[src/design/trig_gate_pkg.sv]
// Constants and carriers for the analog trigger gate generator.
// Assumes samples arrive already converted to signed millivolts.
package trig_gate_pkg;

  // ----------------------------------------
  // Register offsets
  // ----------------------------------------
  localparam logic [15:0] TRIGGER_OR_MASK_ADDR         = 16'h9dda;
  localparam logic [15:0] TRIGGER_AND_MASK_ADDR        = 16'h9dee;
  localparam logic [15:0] MAIN_INPUT_TRIGGER_MODE_ADDR = 16'h9e3e;
  localparam logic [15:0] SEC_INPUT_TRIGGER_MODE_ADDR  = 16'h9e3f;
  localparam logic [15:0] MAIN_INPUT_LEVEL_A_ADDR      = 16'ha550;
  localparam logic [15:0] SEC_INPUT_LEVEL_ADDR         = 16'ha551;
  localparam logic [15:0] MAIN_INPUT_LEVEL_B_ADDR      = 16'ha55a;

  // ----------------------------------------
  // Field values
  // ----------------------------------------
  localparam logic [31:0] MAIN_INPUT_MASK_BIT      = 32'h0000_0002;
  localparam logic [31:0] SECONDARY_INPUT_MASK_BIT = 32'h0000_0004;
  localparam logic [31:0] RISING_EDGE_MODE         = 32'h0000_0001;
  localparam logic [31:0] FALLING_EDGE_MODE        = 32'h0000_0002;
  localparam logic [31:0] REARM_FLAG               = 32'h0100_0000;
  localparam logic [31:0] REG_RESET                = 32'h0000_0000;
  localparam logic [31:0] UNMAPPED_READ            = 32'h0000_0000;

  // ----------------------------------------
  // Carriers
  // ----------------------------------------
  typedef struct packed {
    logic               valid;
    logic signed [31:0] main_mv;
    logic signed [31:0] sec_mv;
  } sample_s;

  typedef struct packed {
    logic        wr;
    logic        rd;
    logic [15:0] addr;
    logic [31:0] wdata;
  } reg_req_s;

endpackage

[src/design/analog_trigger_gate_generator.sv]
// Gate generator for gated replay driven by two external analog inputs.
// Assumes samples and replay data come from logic on clk_i.
//
// What this block does
// - Input triggers only when enabled in a mask
// - Mask bit 2h main, 4h secondary
// - Separate readable/writable OR and AND masks
// - Re-arm modes only on main input
// - Evaluate crossings on every sample strobe
// - Rising mode: upward crossing opens gate
// - Rising mode: downward crossing closes gate
// - Level present at start never opens gate
// - Falling mode: downward crossing opens gate
// - Falling mode: upward crossing closes gate
// - Re-arm rising: re-arm up arms, trigger opens
// - Opening disarms; wait for next re-arm crossing
// - Re-arm rising: downward crossing closes gate
// - Re-arm falling: re-arm down arms, trigger opens
// - Re-arm falling: upward crossing closes gate
// - Level roles swap between re-arm polarities
// - Each input has its own mode
// - Replay data passes only while gate open
`timescale 1ns/10ps
module analog_trigger_gate_generator #(
  parameter int DATA_W = 16
) (
  // Clock and reset
  input  wire logic                            clk_i,
  input  wire logic                            reset_n_i,
  // Register port
  input  wire trig_gate_pkg::reg_req_s         reg_req_i,
  output logic                    [31:0]       reg_rdata_o,
  // Run control and trigger samples
  input  wire logic                            run_i,
  input  wire trig_gate_pkg::sample_s          sample_i,
  // Replay data and gate output
  input  wire logic                            replay_valid_i,
  input  wire logic               [DATA_W-1:0] replay_data_i,
  output logic                                 out_valid_o,
  output logic                    [DATA_W-1:0] out_data_o,
  output logic                                 gate_o
);

  // ----------------------------------------
  // Registers
  // ----------------------------------------
  logic        [31:0] trigger_or_mask_r;
  logic        [31:0] trigger_and_mask_r;
  logic        [31:0] main_input_trigger_mode_r;
  logic        [31:0] secondary_input_trigger_mode_r;
  logic signed [31:0] main_input_level_a_r;
  logic signed [31:0] main_input_level_b_r;
  logic signed [31:0] secondary_input_level_r;
  logic        [31:0] rdata_nxt;

  // ----------------------------------------
  // Register writes
  // ----------------------------------------
  // Writes to unmapped addresses fall through and are dropped
  always_ff @(posedge clk_i or negedge reset_n_i)
  begin
    if (!reset_n_i)
    begin
      trigger_or_mask_r  <= trig_gate_pkg::REG_RESET;
      trigger_and_mask_r <= trig_gate_pkg::REG_RESET;
    end
    else if (reg_req_i.wr)
    begin
      unique case (reg_req_i.addr)
        trig_gate_pkg::TRIGGER_OR_MASK_ADDR:  trigger_or_mask_r  <= reg_req_i.wdata;
        trig_gate_pkg::TRIGGER_AND_MASK_ADDR: trigger_and_mask_r <= reg_req_i.wdata;
        default:                              ;
      endcase
    end
  end

  // Mode words kept whole; codes outside the four edge modes leave the input off
  always_ff @(posedge clk_i or negedge reset_n_i)
  begin
    if (!reset_n_i)
    begin
      main_input_trigger_mode_r      <= trig_gate_pkg::REG_RESET;
      secondary_input_trigger_mode_r <= trig_gate_pkg::REG_RESET;
    end
    else if (reg_req_i.wr)
    begin
      unique case (reg_req_i.addr)
        trig_gate_pkg::MAIN_INPUT_TRIGGER_MODE_ADDR: main_input_trigger_mode_r      <= reg_req_i.wdata;
        trig_gate_pkg::SEC_INPUT_TRIGGER_MODE_ADDR:  secondary_input_trigger_mode_r <= reg_req_i.wdata;
        default:                                     ;
      endcase
    end
  end

  // Levels are signed mV; a new level counts from the next sample on
  always_ff @(posedge clk_i or negedge reset_n_i)
  begin
    if (!reset_n_i)
    begin
      main_input_level_a_r    <= trig_gate_pkg::REG_RESET;
      main_input_level_b_r    <= trig_gate_pkg::REG_RESET;
      secondary_input_level_r <= trig_gate_pkg::REG_RESET;
    end
    else if (reg_req_i.wr)
    begin
      unique case (reg_req_i.addr)
        trig_gate_pkg::MAIN_INPUT_LEVEL_A_ADDR: main_input_level_a_r    <= reg_req_i.wdata;
        trig_gate_pkg::MAIN_INPUT_LEVEL_B_ADDR: main_input_level_b_r    <= reg_req_i.wdata;
        trig_gate_pkg::SEC_INPUT_LEVEL_ADDR:    secondary_input_level_r <= reg_req_i.wdata;
        default:                                ;
      endcase
    end
  end

  // ----------------------------------------
  // Register reads
  // ----------------------------------------
  // A read in the cycle of a write to the same address returns the old value
  always_comb
  begin
    unique case (reg_req_i.addr)
      trig_gate_pkg::TRIGGER_OR_MASK_ADDR:         rdata_nxt = trigger_or_mask_r;
      trig_gate_pkg::TRIGGER_AND_MASK_ADDR:        rdata_nxt = trigger_and_mask_r;
      trig_gate_pkg::MAIN_INPUT_TRIGGER_MODE_ADDR: rdata_nxt = main_input_trigger_mode_r;
      trig_gate_pkg::SEC_INPUT_TRIGGER_MODE_ADDR:  rdata_nxt = secondary_input_trigger_mode_r;
      trig_gate_pkg::MAIN_INPUT_LEVEL_A_ADDR:      rdata_nxt = main_input_level_a_r;
      trig_gate_pkg::MAIN_INPUT_LEVEL_B_ADDR:      rdata_nxt = main_input_level_b_r;
      trig_gate_pkg::SEC_INPUT_LEVEL_ADDR:         rdata_nxt = secondary_input_level_r;
      default:                                     rdata_nxt = trig_gate_pkg::UNMAPPED_READ;
    endcase
  end

  // Read data registered, valid one cycle after the read strobe
  always_ff @(posedge clk_i or negedge reset_n_i)
  begin
    if (!reset_n_i)
      reg_rdata_o <= trig_gate_pkg::UNMAPPED_READ;
    else if (reg_req_i.rd)
      reg_rdata_o <= rdata_nxt;
  end

  // ----------------------------------------
  // Per-input edge engines
  // ----------------------------------------
  logic        [31:0] mode    [2];
  logic signed [31:0] cur     [2];
  logic signed [31:0] trig_lv [2];
  logic signed [31:0] arm_lv  [2];
  logic               engine_gate [2];

  always_comb
  begin
    mode[0] = main_input_trigger_mode_r;
    mode[1] = secondary_input_trigger_mode_r;
    cur[0]  = sample_i.main_mv;
    cur[1]  = sample_i.sec_mv;
    // Level roles follow the re-arm polarity
    // Plain falling mode still triggers on level a, like plain rising
    if (main_input_trigger_mode_r == (trig_gate_pkg::REARM_FLAG | trig_gate_pkg::FALLING_EDGE_MODE))
    begin
      trig_lv[0] = main_input_level_b_r;
      arm_lv[0]  = main_input_level_a_r;
    end
    else
    begin
      trig_lv[0] = main_input_level_a_r;
      arm_lv[0]  = main_input_level_b_r;
    end
    trig_lv[1] = secondary_input_level_r;
    arm_lv[1]  = secondary_input_level_r;
  end

  for (genvar i = 0; i < 2; i++)
  begin : g_engine
    logic signed [31:0] prev_r;
    logic               prev_ok_r;
    logic               gate_r;
    logic               armed_r;
    logic               rearm;
    logic               pos;
    logic               neg;
    logic               up_trig;
    logic               dn_trig;
    logic               up_arm;
    logic               dn_arm;
    logic               step;

    // Secondary input has one level only, so re-arm codes are not honoured there
    assign rearm = (mode[i] == (trig_gate_pkg::REARM_FLAG | trig_gate_pkg::RISING_EDGE_MODE) ||
                    mode[i] == (trig_gate_pkg::REARM_FLAG | trig_gate_pkg::FALLING_EDGE_MODE))
                   && (i == 0);
    assign pos   = (mode[i] == trig_gate_pkg::RISING_EDGE_MODE) ||
                   (rearm && mode[i][1:0] == trig_gate_pkg::RISING_EDGE_MODE[1:0]);
    assign neg   = (mode[i] == trig_gate_pkg::FALLING_EDGE_MODE) ||
                   (rearm && mode[i][1:0] == trig_gate_pkg::FALLING_EDGE_MODE[1:0]);

    // First sample after start only seeds history, so a static level never opens
    assign step    = run_i && sample_i.valid && prev_ok_r;
    assign up_trig = step && (prev_r <  trig_lv[i]) && (cur[i] >= trig_lv[i]);
    assign dn_trig = step && (prev_r >= trig_lv[i]) && (cur[i] <  trig_lv[i]);
    assign up_arm  = step && (prev_r <  arm_lv[i])  && (cur[i] >= arm_lv[i]);
    assign dn_arm  = step && (prev_r >= arm_lv[i])  && (cur[i] <  arm_lv[i]);

    always_ff @(posedge clk_i or negedge reset_n_i)
    begin
      if (!reset_n_i)
      begin
        prev_r    <= '0;
        prev_ok_r <= 1'b0;
      end
      else if (!run_i)
        prev_ok_r <= 1'b0;
      else if (sample_i.valid)
      begin
        prev_r    <= cur[i];
        prev_ok_r <= 1'b1;
      end
    end

    always_ff @(posedge clk_i or negedge reset_n_i)
    begin
      if (!reset_n_i)
        gate_r <= 1'b0;
      else if (!run_i)
        gate_r <= 1'b0;
      else if (pos)
      begin
        if (up_trig && (!rearm || armed_r))
          gate_r <= 1'b1;
        else if (dn_trig)
          gate_r <= 1'b0;
      end
      else if (neg)
      begin
        if (dn_trig && (!rearm || armed_r))
          gate_r <= 1'b1;
        else if (up_trig)
          gate_r <= 1'b0;
      end
      else
        gate_r <= 1'b0;
    end

    // Re-arm crossing wins over a same-sample trigger so it is not lost
    always_ff @(posedge clk_i or negedge reset_n_i)
    begin
      if (!reset_n_i)
        armed_r <= 1'b0;
      else if (!run_i || !rearm)
        armed_r <= 1'b0;
      else if ((pos && up_arm) || (neg && dn_arm))
        armed_r <= 1'b1;
      else if ((pos && up_trig) || (neg && dn_trig))
        armed_r <= 1'b0;
    end

    assign engine_gate[i] = gate_r;
  end

  // ----------------------------------------
  // Mask combination and replay gating
  // ----------------------------------------
  logic [1:0] or_en;
  logic [1:0] and_en;
  logic [1:0] src;
  logic       gate_nxt;

  assign or_en  = {|(trigger_or_mask_r  & trig_gate_pkg::SECONDARY_INPUT_MASK_BIT),
                   |(trigger_or_mask_r  & trig_gate_pkg::MAIN_INPUT_MASK_BIT)};
  assign and_en = {|(trigger_and_mask_r & trig_gate_pkg::SECONDARY_INPUT_MASK_BIT),
                   |(trigger_and_mask_r & trig_gate_pkg::MAIN_INPUT_MASK_BIT)};
  assign src    = {engine_gate[1], engine_gate[0]};
  // Mask writes act at once; stop the run first or an open engine gates straight through
  // Unmasked inputs never act as sources
  assign gate_nxt = |(or_en & src) || ((and_en != 2'b00) && ((and_en & src) == and_en));

  always_ff @(posedge clk_i or negedge reset_n_i)
  begin
    if (!reset_n_i)
      gate_o <= 1'b0;
    else
      gate_o <= gate_nxt;
  end

  always_ff @(posedge clk_i or negedge reset_n_i)
  begin
    if (!reset_n_i)
    begin
      out_valid_o <= 1'b0;
      out_data_o  <= '0;
    end
    else
    begin
      out_valid_o <= replay_valid_i && gate_o;
      if (replay_valid_i && gate_o)
        out_data_o <= replay_data_i;
    end
  end

endmodule

[config.mk]
export PLATFORM = sky130hd
export DESIGN_NAME = analog_trigger_gate_generator
export DESIGN_NICKNAME = d
export VERILOG_FILES = /design/src/design/trig_gate_pkg.sv /design/src/design/analog_trigger_gate_generator.sv
export SDC_FILE = /design/constraint.sdc
export NUM_CORES = 1
export LEC_CHECK = 0
export BUFFER_PORTS_ARGS = -buffer_cell sky130_fd_sc_hd__buf_4
export CAP_MARGIN = 20
export CORE_AREA = 2 2 180 182
export CTS_CLUSTER_SIZE = 14
export DETAILED_ROUTE_END_ITERATION = 8
export DIE_AREA = 0 0 182 184
export PLACE_DENSITY = 0.86
export SYNTH_ARGS = -nofsm -noshare
export SYNTH_HDL_FRONTEND = slang
export SYNTH_SLANG_ARGS = --single-unit
[constraint.sdc]
create_clock -name clk_i -period 12.6 [get_ports clk_i]
set_input_delay 0.63 -clock clk_i [delete_from_list [all_inputs] [get_ports clk_i]]
set_output_delay 0.63 -clock clk_i [all_outputs]
set_load 0.005 [all_outputs]
After elaboration in Yosys (flattened, before gate mapping)
Index checks and enable logic that the tools add are counted.

Memory bits (read-only): 0. Input port bits: 135. Logic and storage cells: 121. RAM bits: 0. Latch bits: 0. Flip-flop bits (word level): 342. Memories kept: 0.

Reductions and logical operators: 47. Shift-type cells: 0. Multiply operators: 0. Add/subtract/negate cells: 0. Eq/ne operators: 21. Multiplexer cells: 22. Bitwise operators: 2. Divide/modulo/power cells: 0. Order comparisons: 12.

Operators by type and width (number): $pmux W32 S7 (1); $ge A32 B32 Y1 (6); $lt A32 B32 Y1 (6); $eq A16 B16 Y1 const B (7); $eq A32 B1 Y1 const B (2); $eq A32 B2 Y1 const B (2); $eq A32 B25 Y1 const B (2); $mux W32 (2); $logic_and A1 B1 Y1 (24); $reduce_and A2 Y1 (10); $mux W1 (19); $ne A4 B2 Y1 const B (3); $logic_or A1 B1 Y1 (8); $ne A5 B3 Y1 const B (1); $and A2 B2 Y2 (2); $reduce_bool A3 Y1 (1); $eq A2 B1 Y1 const B (1); $eq A2 B2 Y1 (1); $eq A2 B2 Y1 const B (1); $logic_not A1 Y1 (2); $ne A2 B1 Y1 const B (1); $reduce_bool A2 Y1 (1); $reduce_or A2 Y1 (1).

Depth between registers and ports, before layout
Gate-level depths: netlist of the first run.

Depth in word-level cells: 10. Gate-level depth with buffers: 18. Gate-level depth less buffers: 16.

Least setup slack after synthesis of the first run
OpenSTA, ideal clock, no wires.

Path type: reg2reg. Start: register main_input_trigger_mode_r[26]. End: register g_engine[0].gate_r. Period minus slack after synthesis: 4359 ps. Path buffers: 2. Required time: 12534 ps. Setup slack: 8241 ps. Stages on the path, launching flop included: 19. Arrival: 4293 ps. Cells stage by stage: dfrtp_1 -> nor4_2 -> nand4_4 -> nor3_4 -> buf_6 -> clkbuf_1 -> mux2i_1 -> ha_1 -> a21o_1 -> a21o_1 -> a21oi_1 -> o21ai_0 -> a211o_1 -> a21oi_1 -> mux2_2 -> o21ai_0 -> mux2i_1 -> a211o_1 -> nand2_1.

Cells in the longest elaborated chain, start to end: 10. Elaborated cells between the ends (all ways): 30. Classes of those cells: order compare (4); eq/ne (6); mux (6); reduce/logical (14).

RTL lines: from (decl) (RTL line analog_trigger_gate_generator.sv:49) `logic [31:0] main_input_trigger_mode_r;`; from (signal assigned) (RTL line analog_trigger_gate_generator.sv:82) `main_input_trigger_mode_r <= trig_gate_pkg::REG_RESET;`; from (signal assigned) (RTL line analog_trigger_gate_generator.sv:88) `trig_gate_pkg::MAIN_INPUT_TRIGGER_MODE_ADDR: main_input_trigger_mode_r <= reg_req_i.wdata;`; $eq A32 B25 Y1 (RTL line analog_trigger_gate_generator.sv:159, analog_trigger_gate_generator.sv:190); $mux W32 (RTL line analog_trigger_gate_generator.sv:159) `if (main_input_trigger_mode_r == (trig_gate_pkg::REARM_FLAG | trig_gate_pkg::FALLING_EDGE_MODE))`; $ge A32 B32 Y1 (RTL line analog_trigger_gate_generator.sv:200) `assign dn_trig = step && (prev_r >= trig_lv[i]) && (cur[i] < trig_lv[i]);`; $logic_and A1 B1 Y1 (2 in a row) (RTL line analog_trigger_gate_generator.sv:200); $logic_and A1 B1 Y1 (RTL line analog_trigger_gate_generator.sv:235) `if (dn_trig && (!rearm || armed_r))`; $mux W1 (RTL line analog_trigger_gate_generator.sv:235); $mux W1 (RTL line analog_trigger_gate_generator.sv:233) `else if (neg)`; $mux W1 (RTL line analog_trigger_gate_generator.sv:226) `else if (pos)`; $mux W1 (RTL line analog_trigger_gate_generator.sv:224) `else if (!run_i)`; to (signal assigned) (RTL line analog_trigger_gate_generator.sv:223) `gate_r <= 1'b0;`; to (signal assigned) (RTL line analog_trigger_gate_generator.sv:225) `gate_r <= 1'b0;`; to (signal assigned) (RTL line analog_trigger_gate_generator.sv:236) `gate_r <= 1'b1;`; to (decl) (RTL line analog_trigger_gate_generator.sv:177) `logic gate_r;`.

Parallel ways exist; a longest one is shown, timed or not. A chain may end at the register's enable or synchronous reset.

Worst setup path in the final report of the first run
Start: register main_input_trigger_mode_r[29]. End: register g_engine[0].armed_r.

Cells in the longest elaborated chain, start to end: 9. Elaborated cells between the ends (all ways): 38. Classes of those cells: order compare (8); eq/ne (4); mux (4); reduce/logical (22).

RTL lines: $eq A32 B25 Y1 (RTL line analog_trigger_gate_generator.sv:159, analog_trigger_gate_generator.sv:190); $mux W32 (RTL line analog_trigger_gate_generator.sv:159); $lt A32 B32 Y1 or $ge A32 B32 Y1 (tied branches) (RTL line analog_trigger_gate_generator.sv:201, analog_trigger_gate_generator.sv:202); $logic_and A1 B1 Y1, on equally long branches (2 in a row) (RTL line analog_trigger_gate_generator.sv:201, analog_trigger_gate_generator.sv:202); $logic_and A1 B1 Y1 (RTL line analog_trigger_gate_generator.sv:251) `else if ((pos && up_arm) || (neg && dn_arm))`; $logic_or A1 B1 Y1 (RTL line analog_trigger_gate_generator.sv:251); $mux W1 (RTL line analog_trigger_gate_generator.sv:251); $mux W1 (RTL line analog_trigger_gate_generator.sv:249) `else if (!run_i || !rearm)`; to (signal assigned) (RTL line analog_trigger_gate_generator.sv:248) `armed_r <= 1'b0;`; to (signal assigned) (RTL line analog_trigger_gate_generator.sv:250) `armed_r <= 1'b0;`; to (signal assigned) (RTL line analog_trigger_gate_generator.sv:252) `armed_r <= 1'b1;`; to (decl) (RTL line analog_trigger_gate_generator.sv:178) `logic armed_r;`.

Parallel ways exist; a longest one is shown, timed or not.

==> results of run 1 <==
metrics by stage:
stage	setup WS (ps)	total power [uW]
finish	7262	2635
global route	6979	2730
CTS	7296	2639
detailed placement	7330	1496
global placement	7528	1483
floorplan	8241	1348
worst min path at each step:
stage	from	endpoint	slack (ps)	depth (start not counted)
3_5_place_dp	g_engine[1].prev_r[0]$_DFFE_PN0P_	g_engine[1].prev_r[0]$_DFFE_PN0P_	480	2
6_report	reset_n_i	g_engine[1].prev_r[26]$_DFFE_PN0P_	190	1
2_1_floorplan	reset_n_i	g_engine[0].armed_r$_DFFE_PN0P_	330	0
4_1_cts	reset_n_i	g_engine[1].prev_r[26]$_DFFE_PN0P_	260	1
5_1_grt	reset_n_i	g_engine[1].prev_r[27]$_DFFE_PN0P_	300	1
3_3_place_gp	g_engine[0].prev_r[0]$_DFFE_PN0P_	g_engine[0].prev_r[0]$_DFFE_PN0P_	470	2
cell usage after synthesis (all sizes together), types with 17 or more instances:
| master | instances |
|---|---|
| dfrtp | 342 |
| a222oi | 32 |
| o21ai | 36 |
| a22oi | 63 |
| nor2 | 60 |
| nand4 | 39 |
| buf | 24 |
| nor3 | 21 |
| mux2 | 306 |
| ha | 184 |
| nor4 | 17 |
| nand2 | 48 |
| clkbuf | 46 |
| inv | 44 |
| a21o | 36 |
| a21oi | 49 |
| mux2i | 63 |
| a41oi | 32 |
report_power, final:
part / internal [uW] / switching [uW]
clock network: 682 / 470
registers: 1140 / 33.5
logic: 150 / 163
total: 1970 / 667
area by class of cell:
class / instances / share of cell area (%)
clock inverter: 19 / 1.204
tap: 402 / 2.252
inverter: 44 / 0.7395
multi-input combinational: 1142 / 46.15
clock buffer: 48 / 4.560
sequential: 342 / 38.32
timing repair buffer: 198 / 6.779
layer usage:
layer  wire length [um]  vias up
li1                   -     6523
met1              22120     7495
met2              26780      822
met3               5107      160
met4               1954        0
met5                  0        -
kinds of logic after synthesis:
family | synth area share [%]
compound gates | 12.03
fa+ha+maj | 12.07
buf+inv | 2.274
simple gates | 7.510
flops | 44.43
xor+xnor | 0.5002
mux | 21.18
==> results.md, run 1 <==
- Status: finished clean
- Post-synth EDFFs: 0
- CTS Hold Bufs: 0
- GR Util met3: 6.696%
- Final ANT Viol Nets: 0
- Share of layout cells above drive strength 1: 33.13%
- R2r worst-path depth: 16
- Worst Tran Pin Value: 1061 ps
- Mapped Nets: 1917
- Global router's overall resource usage: 33.56%
- Setup TNS Final: 0 ps
- I/O Pins: 185
- Via-per-instance ratio: 6.834
- Vias: 15000
- Hold Path Class: in -> async
- Placed inst area: 21020 um2
- RSZ-0062 raised after global routing: false
- Syn avg cell area: 12.05 um2
- Final Max Tran Viols: 0
- CP delay by family, top: simple AND/OR/NAND/NOR gates
- Flop2flop setup slack: 7260 ps
- Clock root cell: clkbuf_16
- Post-synth ARST share: 100.0%
- FF+latch count, synth: 342
- Post-route insts no fill: 2195
- Placer Congestion: 0.9236
- Core Util, Final: 71.14%
- Htree depth: 2
- Synthesized instance count: 1598
- GR Overflow Total: 0
- Setup CP Type: reg -> reg
- GR Util met1: 44.35%
- Area occupied by registers: 8558 um2
- Synth warn: 0
- Crit. End Element: register
- First-pass iteration count of the detailed router: 7
- Multi-input logic area: 10310 um2
- Worst stage delay on the critical path: 810 ps
- Area added between synthesis and finish: 15.95%
- Max reg flops: 64
- Crit. Startpoint: main_input_trigger_mode_r[29]$_DFFE_PN0P_
- Busiest grt layer: met2
- Max Fanout on Critical Path: 65
- Dpl hpwl: 39720 um
- First-pass GRT wire length: 86710 um
- Rows: 65
- Critical R2R Launch: main_input_trigger_mode_r[29]$_DFFE_PN0P_
- WP data required: 13020 ps
- Antenna Cells: 0
- Sequential area share after synthesis: 44.43%
- Max-slew headroom: 29.29%
- Pleak: 0.01025 uW
- Top reg by flops: g_engine.prev_r
- Initial antenna violation count: 0
- Top cell type's share of synthesized area: 44.43%
- WHS: 187.4 ps
- Post-CTS Setup Inserts: 0
- Cells after DPL: 2127
- Port buffer count: 184
- Final net count: 2085
- Mapped Area: 19260 um2
- CTS Sinks: 342
- CTS max path bufs: 3
- CTS tree: done
- Achievable Freq: 187.3 MHz
- Most common library cell in the layout ignoring fill and taps: dfrtp_1
- Routed WL per cell: 25.49 um
- Distinct cells, synth: 65
- Crit-path cells: nor4_2, nand4_4, nor3_4, buf_4, mux2i_1, ha_1, and3_1, nand4_1, nor3_1, nand2_1, or4b_2, nor2_1, o21ai_0, o221ai_1, o311a_1, nor3_2
- Instance count on the critical path: 16
- Clk_lat worst skew: 540 ps
- Fill count: 2130
- Most frequent cells in the layout: dfrtp_1, mux2_2, buf_4
- Detailed Route WL: 55960 um
- Tmin final: 5338 ps
- Die Width: 182 um
- Area contributors post-synth: dfrtp_1, mux2_2, ha_1
- Power per cell area: 118.0 nW/um2
- Post_cts resized: 0
- Core Area: 31390 um2
- DRT iter0 DRCs: 1658
- Most used DFF post-synth: dfrtp_1
- Period utilization: 42.36%
- FF-to-FF End: g_engine[0].armed_r$_DFFE_PN0P_
- CP Buf/Inv Count: 1
- Final Cell Area: 22330 um2
- M2 GR Usage: 54.61%
- Slowest-stage cell, CP: buf_4
- Clock Pin Slew Worst Setup and Hold Paths: 60 ps
- Num CTS Buffers: 38
- Startpoint type of the worst setup path: register
- WP data arrival: 5750 ps
- Largest net degree at the start of global routing: 139
- Worst setup path end: g_engine[0].armed_r$_DFFE_PN0P_
- Die area: 33490 um2
- DIE HEIGHT: 184 um
- Setup-failing EPs final: 0
- Post-synth top area cell: dfrtp_1
- Vias in the first global route: 15357
- Worst Skew: 27.57 ps
- Maxcap violations: 0
- Peak VDD IR: 0.1018 mV
- Final hold vios: 0
- DRC: 0
- Initial Util: 61.36%
Note: power is estimated with default switching activity, not from simulation.
==> run 2: changes to the inputs <==
- CORE_AREA: 2 2 180 182 -> 2 2 183 185
- DIE_AREA: 0 0 182 184 -> 0 0 185 187
- PLACE_DENSITY: 0.86 -> 0.84
- clock period: 12.6 -> 5.1 ns (I/O delays scaled with it)
==> run 2 against run 1 <==
  * Count of clock-buffer cells in the layout grew 5
  * Largest cell class unchanged
  * Die area grew 3.3%
  * Wire length grew 2.8%
  * Maximum frequency grew 14%
  * Register-to-register slack lost 6900 ps
  * Non-clock buffer count grew 86
  * Final cell count grew 6.2%
  * Flip-flop and latch count is the same
  * Via count grew 1.8%
  * Combinational power grew to 2.6 times the previous value
==> results.md, run 2 (same netlist as run 1, synthesis figures left out) <==
- Combinational fraction of design power: 12.5% (was 11.9%)
- CTS Sinks: 342 (unchanged)
- Clock Pin Slew Worst Setup and Hold Paths: 60 ps (about the same)
- Hold Path Class: in -> reg (was in -> async)
- Post-route insts no fill: 2330 (was 2195)
- Worst stage delay on the critical path: 460 ps (was 810 ps)
- Final hold vios: 0 (unchanged)
- Switching power: 1687 uW (was 666.6 uW)
- Global router's overall resource usage: 33.70% (was 33.56%)
- Largest net degree at the start of global routing: 159 (was 139)
- Maxcap violations: 0 (unchanged)
- Crit. End Element: register (unchanged)
- CTS Hold Bufs: 83 (was 0)
- Htree depth: 2 (unchanged)
- Seq pwr share: 43.8% (was 44.4%)
- First-pass GRT wire length: 89640 um (was 86710 um)
- Core Area: 32860 um2 (was 31390 um2)
- I/O Pins: 185 (unchanged)
- GR Overflow Total: 0 (unchanged)
- Setup TNS Final: 0 ps (unchanged)
- Via-per-instance ratio: 6.555 (was 6.834)
- WP data arrival: 5200 ps (was 5750 ps)
- DRC: 0 (unchanged)
- Setup-failing EPs final: 0 (unchanged)
- CTS tree: done (unchanged)
- Rows: 67 (was 65)
- Die Width: 185 um (was 182 um)
- Num CTS Buffers: 38 (unchanged)
- Tmin final: 4701 ps (was 5338 ps)
- CP Buf/Inv Count: 2 (was 1)
- Pleak: 0.01063 uW (was 0.01025 uW)
- Area added between synthesis and finish: 20.92% (was 15.95%)
- Most frequent cells in the layout: dfrtp_1, mux2_2, buf_4 (unchanged)
- Max Fanout on Critical Path: 33 (was 65)
- Final Max Tran Viols: 0 (unchanged)
- Top reg by flops: g_engine.prev_r (unchanged)
- Post-CTS Setup Inserts: 0 (unchanged)
- First-pass iteration count of the detailed router: 9 (was 7)
- Clock root cell: clkbuf_16 (unchanged)
- RSZ-0062 raised after global routing: false (unchanged)
- Status: finished clean (unchanged)
- Vias in the first global route: 15919 (was 15357)
- Share of layout cells above drive strength 1: 31.69% (was 33.13%)
- Achievable Freq: 212.7 MHz (was 187.3 MHz)
- CTS max path bufs: 3 (unchanged)
- WHS: 4.665 ps (was 187.4 ps)
- Sw Ratio: 25.59% (was 25.30%)
- Dpl hpwl: 40120 um (was 39720 um)
- Power per cell area: 283.1 nW/um2 (was 118.0 nW/um2)
- DRT iter0 DRCs: 1593 (was 1658)
- Initial antenna violation count: 1 (was 0)
- Period utilization: 92.17% (was 42.36%)
- Int Pwr: 4907 uW (was 1968 uW)
- Port buffer count: 184 (unchanged)
- Post_cts resized: 0 (unchanged)
- Crit-path cells: nor4_2, nand4_4, nor3_4, buf_12, buf_12, mux2i_1, ha_1, a21oi_1, nor2_1, a211oi_1, o21ai_0, a211o_1, a21oi_1, mux2_2, o21ai_0, mux2i_1, a211o_1, nand2_1 (was nor4_2, nand4_4, nor3_4, buf_4, mux2i_1, ha_1, and3_1, nand4_1, nor3_1, nand2_1, or4b_2, nor2_1, o21ai_0, o221ai_1, o311a_1, nor3_2)
- Detailed Route WL: 57510 um (was 55960 um)
- Vias: 15272 (was 15000)
- Cells after DPL: 2177 (was 2127)
- Core Util, Final: 70.87% (was 71.14%)
- WP data required: 5600 ps (was 13020 ps)
- Die area: 34600 um2 (was 33490 um2)
- Worst Tran Pin Value: 1083 ps (was 1061 ps)
- Routed WL per cell: 24.68 um (was 25.49 um)
- DIE HEIGHT: 187 um (was 184 um)
- Peak VDD IR: 0.2759 mV (was 0.1018 mV)
- Initial Util: 58.61% (was 61.36%)
- Final Power: 6594 uW (was 2635 uW)
- Slowest-stage cell, CP: nor4_2 (was buf_4)
- Max-slew headroom: 27.52% (was 29.29%)
- Placer Congestion: 0.9397 (was 0.9236)
- CP delay by family, top: compound AO/OA/AOI/OAI gates (was simple AND/OR/NAND/NOR gates)
- Most common library cell in the layout ignoring fill and taps: dfrtp_1 (unchanged)
- Final net count: 2171 (was 2085)
- Clk pwr share: 43.6% (was 43.7%)
- Max reg flops: 64 (unchanged)
- Clk_lat worst skew: 560 ps (was 540 ps)
- Worst Skew: 18.75 ps (was 27.57 ps)
- Startpoint type of the worst setup path: register (unchanged)
- Setup CP Type: reg -> reg (unchanged)
- Final ANT Viol Nets: 0 (unchanged)
==> run 2: cell count changes in the layout (fill, tap and decap cells not counted), sizes merged <==
| cell | delta |
|---|---|
| clkinvlp | -3 |
| clkinv | -1 |
| inv | +2 |
| dlygate4sd3 | +83 |
| clkbuf | +5 |
| diode | +1 |
| bufinv | -1 |
| buf | +3 |
==> run 2: cell type report <==
type | count | area [um2]
fillers | 2256 | 9572
diodes | 1 | 2.502
inverters | 44 | 165.2
well taps | 448 | 560.5
clock inverters | 16 | 235.2
multi-input cells | 1142 | 10300
repair buffers | 284 | 2397
flip-flops and latches | 342 | 8558
clock buffers | 53 | 1067
==> run 2: path summary, 6_finish.rpt <==
kind | start | to | slack (ps) | cells past startpoint
worst min-delay path | reg_req_i[20] | secondary_input_level_r[20]$_DFFE_PN0P_ | 5 | 2
worst min register to register | g_engine[1].prev_r[0]$_DFFE_PN0P_ | g_engine[1].prev_r[0]$_DFFE_PN0P_ | 480 | 2
worst max-delay path | main_input_trigger_mode_r[21]$_DFFE_PN0P_ | g_engine[0].gate_r$_DFFE_PN0P_ | 400 | 18
min in group asynchronous | reset_n_i | secondary_input_trigger_mode_r[21]$_DFFE_PN0P_ | 270 | 2
worst max register to register | main_input_trigger_mode_r[21]$_DFFE_PN0P_ | g_engine[0].gate_r$_DFFE_PN0P_ | 400 | 18
max in group asynchronous | reset_n_i | out_valid_o$_DFF_PN0_ | 3580 | 3
==> run 2: worst register-to-register path: stages (launching register included) <==
cell and delay, ps:
dfrtp_1 410, nor4_2 460, nand4_4 270, nor3_4 260
buf_12 280, buf_12 230, mux2i_1 280, ha_1 290
a21oi_1 130, nor2_1 60, a211oi_1 230, o21ai_0 130
a211o_1 300, a21oi_1 130, mux2_2 360, o21ai_0 320
mux2i_1 140, a211o_1 310, nand2_1 50
==> run 2: layer usage <==
layer / GRT usage, % / part of all wire (%) / vias up
met4: 15.90 / 4.7 / 0
li1: - / - / 6683
met1: 43.96 / 39 / 7625
met2: 53.79 / 48 / 784
met5: 0 / 0 / -
met3: 7.107 / 8.8 / 180
==> run 2: power by group through the flow <==
stage / Sequential (uW) / Combinational (uW) / Clock, uW
floorplan: 2900 / 426 / 0
global placement: 2930 / 736 / 0
detailed placement: 2940 / 763 / 0
CTS: 2890 / 822 / 2890
global route: 2900 / 924 / 3020
finish: 2890 / 826 / 2880
==> run 2: metrics by stage <==
stage                     area [um2]  worst slack, ps
after floorplan                19260            740.8
after global placement         21150            569.5
after detailed placement       21150            415.5
after CTS                      23290            404.1
after global routing           23290            70.53
final                          23290            399.3
